File: config.mk
export PLATFORM = sky130hd
export DESIGN_NAME = dts_speed_target
export DESIGN_NICKNAME = d
export VERILOG_FILES = /design/src/design/dts_duty_meter.v /design/src/design/dts_speed_target.v
export VERILOG_INCLUDE_DIRS = /design/src /design/src/design
export SDC_FILE = /design/constraint.sdc
export NUM_CORES = 2
export LEC_CHECK = 0
export ABC_AREA = 0
export BUFFER_PORTS_ARGS = -buffer_cell sky130_fd_sc_hd__buf_2
export CAP_MARGIN = 20
export CORE_MARGIN = 2
export CORE_UTILIZATION = 65
export DETAILED_ROUTE_END_ITERATION = 8
export PLACE_DENSITY = 0.82
export SLEW_MARGIN = 25
export SYNTH_ARGS = -nofsm -noshare
export SYNTH_HDL_FRONTEND = slang
export SYNTH_SLANG_ARGS = --single-unit
File: constraint.sdc
create_clock -name sys_clk -period 11.5 [get_ports sys_clk]
set_input_delay 2.3 -clock sys_clk [delete_from_list [all_inputs] [get_ports sys_clk]]
set_output_delay 2.3 -clock sys_clk [all_outputs]
set_load 0.01 [all_outputs]
File: src/design/dts_map.vh
`ifndef DTS_MAP_VH
`define DTS_MAP_VH

// register offsets
`define DTS_ADDR_MIN_CODE 16'h0100
`define DTS_ADDR_MAX_CODE 16'h0101
`define DTS_ADDR_LOW_BP 16'h0102
`define DTS_ADDR_HIGH_BP 16'h0103
`define DTS_ADDR_OVR_CTRL 16'h0109
`define DTS_ADDR_TARGET 16'h0110
`define DTS_ADDR_DUTY 16'h0111
`define DTS_OVR_FULL_BIT 2

// reset values
`define DTS_RST_MIN_CODE 8'h00
`define DTS_RST_MAX_CODE 8'hFF
`define DTS_RST_LOW_BP 8'h00
`define DTS_RST_HIGH_BP 8'hFF

// duty scale: full duty reads as this many counts
`define DTS_DUTY_FULL 8'hFF

// timing
`define DTS_SYS_CLK_HZ 50000000
`define DTS_CMD_FMIN_HZ 25
`define DTS_CMD_FMAX_HZ 100000
`define DTS_CMD_PERIOD_MAX_CYC (`DTS_SYS_CLK_HZ / `DTS_CMD_FMIN_HZ)
`define DTS_CMD_PERIOD_MIN_CYC (`DTS_SYS_CLK_HZ / `DTS_CMD_FMAX_HZ)
`define DTS_CMD_TIMEOUT_CYC (2 * `DTS_CMD_PERIOD_MAX_CYC)

// minimum-speed table segments: code start, rpm at start, rpm step
`define DTS_MIN_S1 8'h01
`define DTS_MIN_S1_RPM 16'h012C
`define DTS_MIN_S1_STEP 16'h000A
`define DTS_MIN_S2 8'h54
`define DTS_MIN_S2_RPM 16'h0474
`define DTS_MIN_S2_STEP 16'h0014
`define DTS_MIN_S3 8'h94
`define DTS_MIN_S3_RPM 16'h0992
`define DTS_MIN_S3_STEP 16'h0032
`define DTS_MIN_S4 8'hCC
`define DTS_MIN_S4_RPM 16'h14B4
`define DTS_MIN_S4_STEP 16'h0064

// maximum-speed table segments
`define DTS_MAX_S1_RPM 16'h012C
`define DTS_MAX_S1_STEP 16'h0014
`define DTS_MAX_S2 8'h2A
`define DTS_MAX_S2_RPM 16'h0488
`define DTS_MAX_S2_STEP 16'h0028
`define DTS_MAX_S3 8'h4A
`define DTS_MAX_S3_RPM 16'h09C4
`define DTS_MAX_S3_STEP 16'h0064
`define DTS_MAX_S4 8'h66
`define DTS_MAX_S4_RPM 16'h1518
`define DTS_MAX_S4_STEP 16'h00C8

`endif

File: src/design/dts_duty_meter.v
`timescale 1ns/10ps
`include "dts_map.vh"

module dts_duty_meter #(
  parameter TIMEOUT_CYC = `DTS_CMD_TIMEOUT_CYC,
  parameter CW = 22
) (
  input wire sys_clk,
  input wire reset,
  input wire cmdIn,
  output reg dutyValid,
  output reg [7:0] duty
);

  reg prevIn;
  reg seenRise;
  reg [CW-1:0] perCnt;
  reg [CW-1:0] highCnt;
  reg busy;
  reg [3:0] step;
  reg [CW+7:0] rem;
  reg [CW+7:0] den;
  reg [7:0] quot;
  wire rise = cmdIn & ~prevIn;
  wire timeout = (perCnt == TIMEOUT_CYC[CW-1:0]);
  wire fits = (rem >= den);

  // ----------------------------------------------------------
  // high time and period counting, then 8-step division
  // ----------------------------------------------------------
  always @(posedge sys_clk) begin
    if (reset) begin
      prevIn <= 1'b0;
      seenRise <= 1'b0;
      perCnt <= {CW{1'b0}};
      highCnt <= {CW{1'b0}};
      busy <= 1'b0;
      step <= 4'h0;
      rem <= {(CW+8){1'b0}};
      den <= {(CW+8){1'b0}};
      quot <= 8'h00;
      dutyValid <= 1'b0;
      duty <= 8'h00;
    end else begin
      prevIn <= cmdIn;
      dutyValid <= 1'b0;
      if (rise || timeout) begin
        perCnt <= {{(CW-1){1'b0}}, 1'b1};
        highCnt <= {{(CW-1){1'b0}}, cmdIn};
      end else begin
        perCnt <= perCnt + {{(CW-1){1'b0}}, 1'b1};
        highCnt <= highCnt + {{(CW-1){1'b0}}, cmdIn};
      end
      if (timeout) begin
        // a still input is 0 % or 100 % duty
        seenRise <= 1'b0;
        busy <= 1'b0;
        duty <= cmdIn ? `DTS_DUTY_FULL : 8'h00;
        dutyValid <= 1'b1;
      end else if (rise) begin
        seenRise <= 1'b1;
        if (seenRise && !busy) begin
          // duty in counts = high * 255 / period  [RULE8] [RULE11]
          rem <= highCnt * `DTS_DUTY_FULL;
          den <= {1'b0, perCnt, 7'h00};
          quot <= 8'h00;
          step <= 4'h8;
          busy <= 1'b1;
        end
      end
      if (busy && !timeout) begin
        if (fits) begin
          rem <= rem - den;
        end
        quot <= {quot[6:0], fits};
        den <= den >> 1;
        step <= step - 4'h1;
        if (step == 4'h1) begin
          busy <= 1'b0;
          duty <= {quot[6:0], fits};
          dutyValid <= 1'b1;
        end
      end
    end
  end

endmodule

File: src/design/dts_speed_target.v
// The register addresses and the plain strobed port are this design's own decisions.
`timescale 1ns/10ps
`include "dts_map.vh"

// How it works
// RULE1: lower breakpoint gives minimum-speed target, upper breakpoint gives maximum-speed target.
// RULE2: minimum-speed code decodes by fixed table: 0 rpm, 300 rpm, up to 10400.
// RULE3: maximum-speed code decodes by fixed table from 300 to 36000 rpm.
// RULE4: each breakpoint means value over 255 of full input duty.
// RULE5: between breakpoints, target speed interpolates linearly between the two end points.
// RULE6: software keeps maximum-speed setting not below minimum-speed setting.
// RULE7: software keeps upper breakpoint not below lower breakpoint.
// RULE8: command input is 25 Hz to 100 kHz; any such rate is measured.
// RULE9: four settings sit in bits 7:0 at 0x0100 to 0x0103.
// RULE10: above upper breakpoint hold maximum target, or full output duty when selected.
// RULE11: input duty is measured in 255 counts and compared with both breakpoints.
module dts_speed_target #(
  parameter TIMEOUT_CYC = `DTS_CMD_TIMEOUT_CYC
) (
  input wire sys_clk,
  input wire reset,
  input wire cmdIn,
  input wire [15:0] addr,
  input wire [15:0] writeData,
  input wire writeStrobe,
  input wire readStrobe,
  output reg [15:0] readData,
  output reg [15:0] targetRpm,
  output reg targetValid,
  output reg fullDuty
);

  localparam ST_IDLE = 2'b00;
  localparam ST_DIV = 2'b01;
  localparam ST_DONE = 2'b10;

  reg [7:0] minSpeedCode;
  reg [7:0] maxSpeedCode;
  reg [7:0] lowDutyBreakpoint;
  reg [7:0] highDutyBreakpoint;
  reg fullSelect;
  reg [7:0] dutyNow;
  reg [1:0] state;
  reg [4:0] step;
  reg [15:0] baseRpm;
  reg [23:0] rem;
  reg [23:0] den;
  reg [15:0] quot;
  wire dutyValid;
  wire [7:0] dutyMeas;
  wire [15:0] minRpm;
  wire [15:0] maxRpm;
  wire fits = (rem >= den);

  // ----------------------------------------------------------
  // code to rpm tables, held as their linear segments
  // ----------------------------------------------------------
  function [15:0] seg;
    input [7:0] code;
    input [7:0] start;
    input [15:0] rpm0;
    input [15:0] stepRpm;
    reg [23:0] prod;
    begin
      prod = (code - start) * stepRpm;
      seg = rpm0 + prod[15:0];
    end
  endfunction

  function [15:0] decodeMin;
    input [7:0] code;
    begin
      if (code < `DTS_MIN_S1)
        decodeMin = 16'h0000;
      else if (code < `DTS_MIN_S2)
        decodeMin = seg(code, `DTS_MIN_S1, `DTS_MIN_S1_RPM, `DTS_MIN_S1_STEP);
      else if (code < `DTS_MIN_S3)
        decodeMin = seg(code, `DTS_MIN_S2, `DTS_MIN_S2_RPM, `DTS_MIN_S2_STEP);
      else if (code < `DTS_MIN_S4)
        decodeMin = seg(code, `DTS_MIN_S3, `DTS_MIN_S3_RPM, `DTS_MIN_S3_STEP);
      else
        decodeMin = seg(code, `DTS_MIN_S4, `DTS_MIN_S4_RPM, `DTS_MIN_S4_STEP);
    end
  endfunction

  function [15:0] decodeMax;
    input [7:0] code;
    begin
      if (code < `DTS_MAX_S2)
        decodeMax = seg(code, 8'h00, `DTS_MAX_S1_RPM, `DTS_MAX_S1_STEP);
      else if (code < `DTS_MAX_S3)
        decodeMax = seg(code, `DTS_MAX_S2, `DTS_MAX_S2_RPM, `DTS_MAX_S2_STEP);
      else if (code < `DTS_MAX_S4)
        decodeMax = seg(code, `DTS_MAX_S3, `DTS_MAX_S3_RPM, `DTS_MAX_S3_STEP);
      else
        decodeMax = seg(code, `DTS_MAX_S4, `DTS_MAX_S4_RPM, `DTS_MAX_S4_STEP);
    end
  endfunction

  assign minRpm = decodeMin(minSpeedCode); // [RULE2]
  assign maxRpm = decodeMax(maxSpeedCode); // [RULE3]

  // ----------------------------------------------------------
  // duty measurement of the command input
  // ----------------------------------------------------------
  dts_duty_meter #(
    .TIMEOUT_CYC(TIMEOUT_CYC)
  ) meter (
    .sys_clk(sys_clk),
    .reset(reset),
    .cmdIn(cmdIn),
    .dutyValid(dutyValid),
    .duty(dutyMeas)
  );

  // ----------------------------------------------------------
  // register port
  // ----------------------------------------------------------
  always @(posedge sys_clk) begin
    if (reset) begin
      minSpeedCode <= `DTS_RST_MIN_CODE;
      maxSpeedCode <= `DTS_RST_MAX_CODE;
      lowDutyBreakpoint <= `DTS_RST_LOW_BP;
      highDutyBreakpoint <= `DTS_RST_HIGH_BP;
      fullSelect <= 1'b0;
      readData <= 16'h0000;
    end else begin
      if (writeStrobe) begin
        case (addr)
          `DTS_ADDR_MIN_CODE: minSpeedCode <= writeData[7:0]; // [RULE9]
          `DTS_ADDR_MAX_CODE: maxSpeedCode <= writeData[7:0]; // [RULE9]
          `DTS_ADDR_LOW_BP: lowDutyBreakpoint <= writeData[7:0]; // [RULE9]
          `DTS_ADDR_HIGH_BP: highDutyBreakpoint <= writeData[7:0]; // [RULE9]
          `DTS_ADDR_OVR_CTRL: fullSelect <= writeData[`DTS_OVR_FULL_BIT];
          default: fullSelect <= fullSelect;
        endcase
      end
      readData <= 16'h0000;
      if (readStrobe) begin
        case (addr)
          `DTS_ADDR_MIN_CODE: readData <= {8'h00, minSpeedCode};
          `DTS_ADDR_MAX_CODE: readData <= {8'h00, maxSpeedCode};
          `DTS_ADDR_LOW_BP: readData <= {8'h00, lowDutyBreakpoint};
          `DTS_ADDR_HIGH_BP: readData <= {8'h00, highDutyBreakpoint};
          `DTS_ADDR_OVR_CTRL: readData <= {13'h0000, fullSelect, 2'b00};
          `DTS_ADDR_TARGET: readData <= targetRpm;
          `DTS_ADDR_DUTY: readData <= {8'h00, dutyNow};
          default: readData <= 16'h0000;
        endcase
      end
    end
  end

  // ----------------------------------------------------------
  // target speed from measured duty
  // ----------------------------------------------------------
  always @(posedge sys_clk) begin
    if (reset) begin
      state <= ST_IDLE;
      dutyNow <= 8'h00;
      step <= 5'h00;
      baseRpm <= 16'h0000;
      rem <= 24'h000000;
      den <= 24'h000000;
      quot <= 16'h0000;
      targetRpm <= 16'h0000;
      targetValid <= 1'b0;
      fullDuty <= 1'b0;
    end else begin
      targetValid <= 1'b0;
      case (state)
        ST_IDLE: begin
          if (dutyValid) begin
            dutyNow <= dutyMeas;
            // compare in the breakpoints' own 255-count scale  [RULE4] [RULE11]
            if (dutyMeas <= lowDutyBreakpoint) begin
              targetRpm <= minRpm; // [RULE1]
              fullDuty <= 1'b0;
              targetValid <= 1'b1;
            end else if (dutyMeas >= highDutyBreakpoint) begin
              targetRpm <= maxRpm; // [RULE1] [RULE10]
              fullDuty <= fullSelect && (dutyMeas > highDutyBreakpoint); // [RULE10]
              targetValid <= 1'b1;
            end else begin
              // min + (max - min) * (d - dl) / (dh - dl)  [RULE5]
              baseRpm <= minRpm;
              rem <= (maxRpm - minRpm) * (dutyMeas - lowDutyBreakpoint);
              den <= {1'b0, highDutyBreakpoint - lowDutyBreakpoint, 15'h0000};
              quot <= 16'h0000;
              step <= 5'h10;
              state <= ST_DIV;
            end
          end
        end
        ST_DIV: begin
          if (fits) begin
            rem <= rem - den;
          end
          quot <= {quot[14:0], fits};
          den <= den >> 1;
          step <= step - 5'h01;
          if (step == 5'h01) begin
            state <= ST_DONE;
          end
        end
        ST_DONE: begin
          targetRpm <= baseRpm + quot; // [RULE5]
          fullDuty <= 1'b0;
          targetValid <= 1'b1;
          state <= ST_IDLE;
        end
        default: state <= ST_IDLE;
      endcase
    end
  end

endmodule

==> run_results.csv <==
group,metric,value,unit
timing,post-route-period-util,96.4,%
status,outcome,"completed",
synthesis,syn_inst,4009,
clock_tree,clock_sinks,286,
synthesis,synth-simple-area-share,17.1,%
routing,drt_iter0_drc,2387,
timing,tightestPinTransition,1040,ps
cells_and_area,fillers,3957,
place,place_inst,4651,
place,place.gp.congestion,0.967,
synthesis,synth-seq-cells,286,
global_route,grt_usage,31.7,%
routing,antenna_left,0,
flow_run,drv_cap,0,
synthesis,synth_area,33100,sq um
hold_path,min_path_type,"flop to flop",
critical_path,critPathMaxStageDelay,530,ps
synthesis,synth_edf_count,0,
critical_path,startpoint,"minSpeedCode[2]",
synthesis,synth_cell_types,97,
cells_and_area,drive_gt1_share,6.55,%
synthesis,muxShareOfSynthArea,1.82,%
timing,maxSlewViolCount,0,
synthesis,synthFlopType,"dfxtp_1",
hold_path,min_from,"den[5]",
global_route,overflow,0,
critical_path,cp-end-kind,"flop",
critical_path,cp_max_fo,6,
clock_tree,cts_tree,"done",
die,die_h,230,microns
routing,first_pass_iters,8,
critical_path,cp.arrival,11520,ps
die,io_pins,71,
die,die_area,52700,sq um
synthesis,synth-compound-area-share,17.9,%
die,rows,82,
timing,hold_ws,452,ps
routing,route.detailed.drc,0,
clock_tree,numCtsBuffers,36,
critical_path,cp.required,11940,ps
global_route,grt_pass1_wl,138,mm
die,start_util,66.0,%
cells_and_area,fin_cells,4715,
timing,finalSetupViolCount,0,
clock_tree,cts.reportedPaths.clkPinSlew,60,ps
clock_tree,cts_max_level,2,
critical_path,crit_slowest_cell,"fa_1",
die,coreArea,50200,sq um
timing,period_minus_slack,11090,ps
critical_path,crit_path_end,"rem[23]",
routing,post_drt_wl_per_cell,17.6,microns
timing,relSlewSlack,30.1,%
critical_path,ff2ff_path_depth,45,
global_route,grt_pass1_vias,28033,
synthesis,synthAdderAreaFrac,30.2,%
place,portBuffers,62,
critical_path,worst-r2r-setup-slack,410,ps
routing,wirelength,83.2,mm
critical_path,crit_top_cell,"ha_1",
global_route,antenna_found_initial,0,
die,die_width,230,microns
synthesis,async_flop_share,0,%
critical_path,r2r-start,"minSpeedCode[2]",
clock_tree,cts_buffer_depth,3,
critical_path,path_class,"flop to flop",
cells_and_area,nNetsFinal,4703,
synthesis,synth_xor_area_share,8.52,%
cells_and_area,stdcell_area,35500,sq um
global_route,grt_max_degree,83,
synthesis,synth_top_family_by_area,"adder cells",
routing,via_count,28598,
place,dp_hpwl,64.4,mm
place,dpl_cell_area,34100,sq um
timing,setup_ws,412,ps
cells_and_area,area_growth,7.24,%
cells_and_area,antenna-diode-count,0,
pwr,p_leak,16.3,nW
clock_tree,ctsRootBufferMaster,"clkbuf_16",
synthesis,avgSynthCellArea,8.26,sq um
timing,skew,19.0,ps
synthesis,synth-warning-count,0,
pwr,cellPowerDensity,84.3,nW/um^2
timing,hold_viol_final,0,
critical_path,cp-start-kind,"flop",
timing,fmax,0.0902,GHz
synthesis,synth_fp_nets,4692,
hold_path,holdPathStages,2,
clock_tree,clock_latency,570,ps
pwr,ir_drop,0.207,mV
routing,viasPerCell,6.07,
critical_path,r2r-end,"rem[23]",
synthesis,ys_seq_area_share,17.3,%
place,place_ws,294,ps
==> cell usage in the layout (no fill, tap or decap), types with 41 or more instances in the layout <==
cell,Yosys,routed
a211oi_1,80,78
a21o_1,69,69
a21oi_1,236,236
and3_1,41,41
buf_2,35,61
buf_4,0,53
dfxtp_1,286,284
fa_1,253,252
ha_1,393,390
inv_1,484,483
mux2i_1,41,41
nand2_1,322,322
nand2b_1,60,60
nand3_1,66,66
nor2_1,400,399
nor2b_1,57,55
nor3_1,59,57
o211ai_1,47,47
o21ai_0,170,166
xnor2_1,196,190
xor2_1,117,113
==> cell type report <==
| cell class | count | area (sq um) | share of cell area (%) |
|---|---|---|---|
| Multi-Input combinational cell | 3096 | 25100 | 70.8 |
| Clock inverter | 16 | 273 | 0.768 |
| Sequential cell | 286 | 5730 | 16.1 |
| Clock buffer | 45 | 987 | 2.78 |
| Tap cell | 672 | 841 | 2.37 |
| Inverter | 484 | 1820 | 5.12 |
| Timing Repair Buffer | 116 | 726 | 2.04 |
==> worst min path at each step <==
stage / end / slack (ps)
CTS: den[2] / 450
global placement: den[6] / 430
global route: den[12] / 480
floorplan: den[10] / 430
finish: den[5] / 450
detailed placement: den[7] / 440
==> cell families after synthesis <==
logic type / after synthesis
mux: 50
flops: 286
fa+ha+maj: 646
simple gates: 1190
xor+xnor: 317
compound gates: 893
buf+inv: 627
==> state kept, by name, indices dropped and copies added, names as in the netlist, 2 cells and up <==
signal,cells
baseRpm,15
den,23
dutyNow,8
highDutyBreakpoint,8
lowDutyBreakpoint,8
maxSpeedCode,8
meter.den,29
meter.duty,8
meter.highCnt,22
meter.perCnt,22
meter.quot,7
meter.rem,30
meter.step,4
minSpeedCode,8
quot,16
readData,16
rem,24
state,2
step,5
targetRpm,16
==> stage by stage <==
stage	util, %	power (mW)	TNS (ps)
after floorplan	-	1.62	0
after global placement	67.9	1.75	0
after detailed placement	67.9	1.76	0
after CTS	70.4	2.99	0
after global routing	70.8	3.12	-70.2
final	70.8	2.99	0
==> worst max-delay path: cells and delay by family (launching register included) <==
family	cells	cell delay [ps]
fa+ha+maj	12	4760
simple gates	10	2160
compound gates	10	2060
xor+xnor	5	810
buf+inv	8	730
flops	1	450
==> report_power, final <==
part	switching, mW	total [mW]	internal (mW)
logic	0.398	0.713	0.315
registers	0.0209	1.04	1.02
clock network	0.473	1.24	0.765
==> what timing repair did <==
| item | CTS | global route |
|---|---|---|
| buffers inserted | 0 | 3 |
| endpoints found under the setup margin | 0 | 8 |
| hold buffers | 0 | 0 |
| resized for setup | 0 | 34 |
==> routing by layer <==
metal	wire length (microns)	GRT usage, %	share of wire [%]
met1	35300	41.7	42
met2	39200	53.2	47
met3	5860	4.15	7.0
met4	2780	11.7	3.3
met5	0	0	0
==> synthesized netlist by cell type, types with 30 or more instances <==
cell type | n | area (sq um)
xor2_1 | 117 | 1020
a211oi_1 | 80 | 601
nor2_1 | 400 | 1500
nand2_1 | 322 | 1210
xnor2_1 | 196 | 1720
nor3_1 | 59 | 295
buf_2 | 35 | 175
inv_1 | 484 | 1820
o21a_1 | 38 | 285
o21ai_0 | 170 | 851
nand3_1 | 66 | 330
dfxtp_1 | 286 | 5730
and3_1 | 41 | 257
nand2b_1 | 60 | 375
ha_1 | 393 | 4920
nor2b_1 | 57 | 357
a21oi_1 | 236 | 1180
o211ai_1 | 47 | 353
a22oi_1 | 30 | 225
clkbuf_1 | 103 | 387
a21o_1 | 69 | 518
and2_1 | 32 | 200
mux2i_1 | 41 | 410
fa_1 | 253 | 5060
Note: power is estimated with default switching activity, not from simulation.
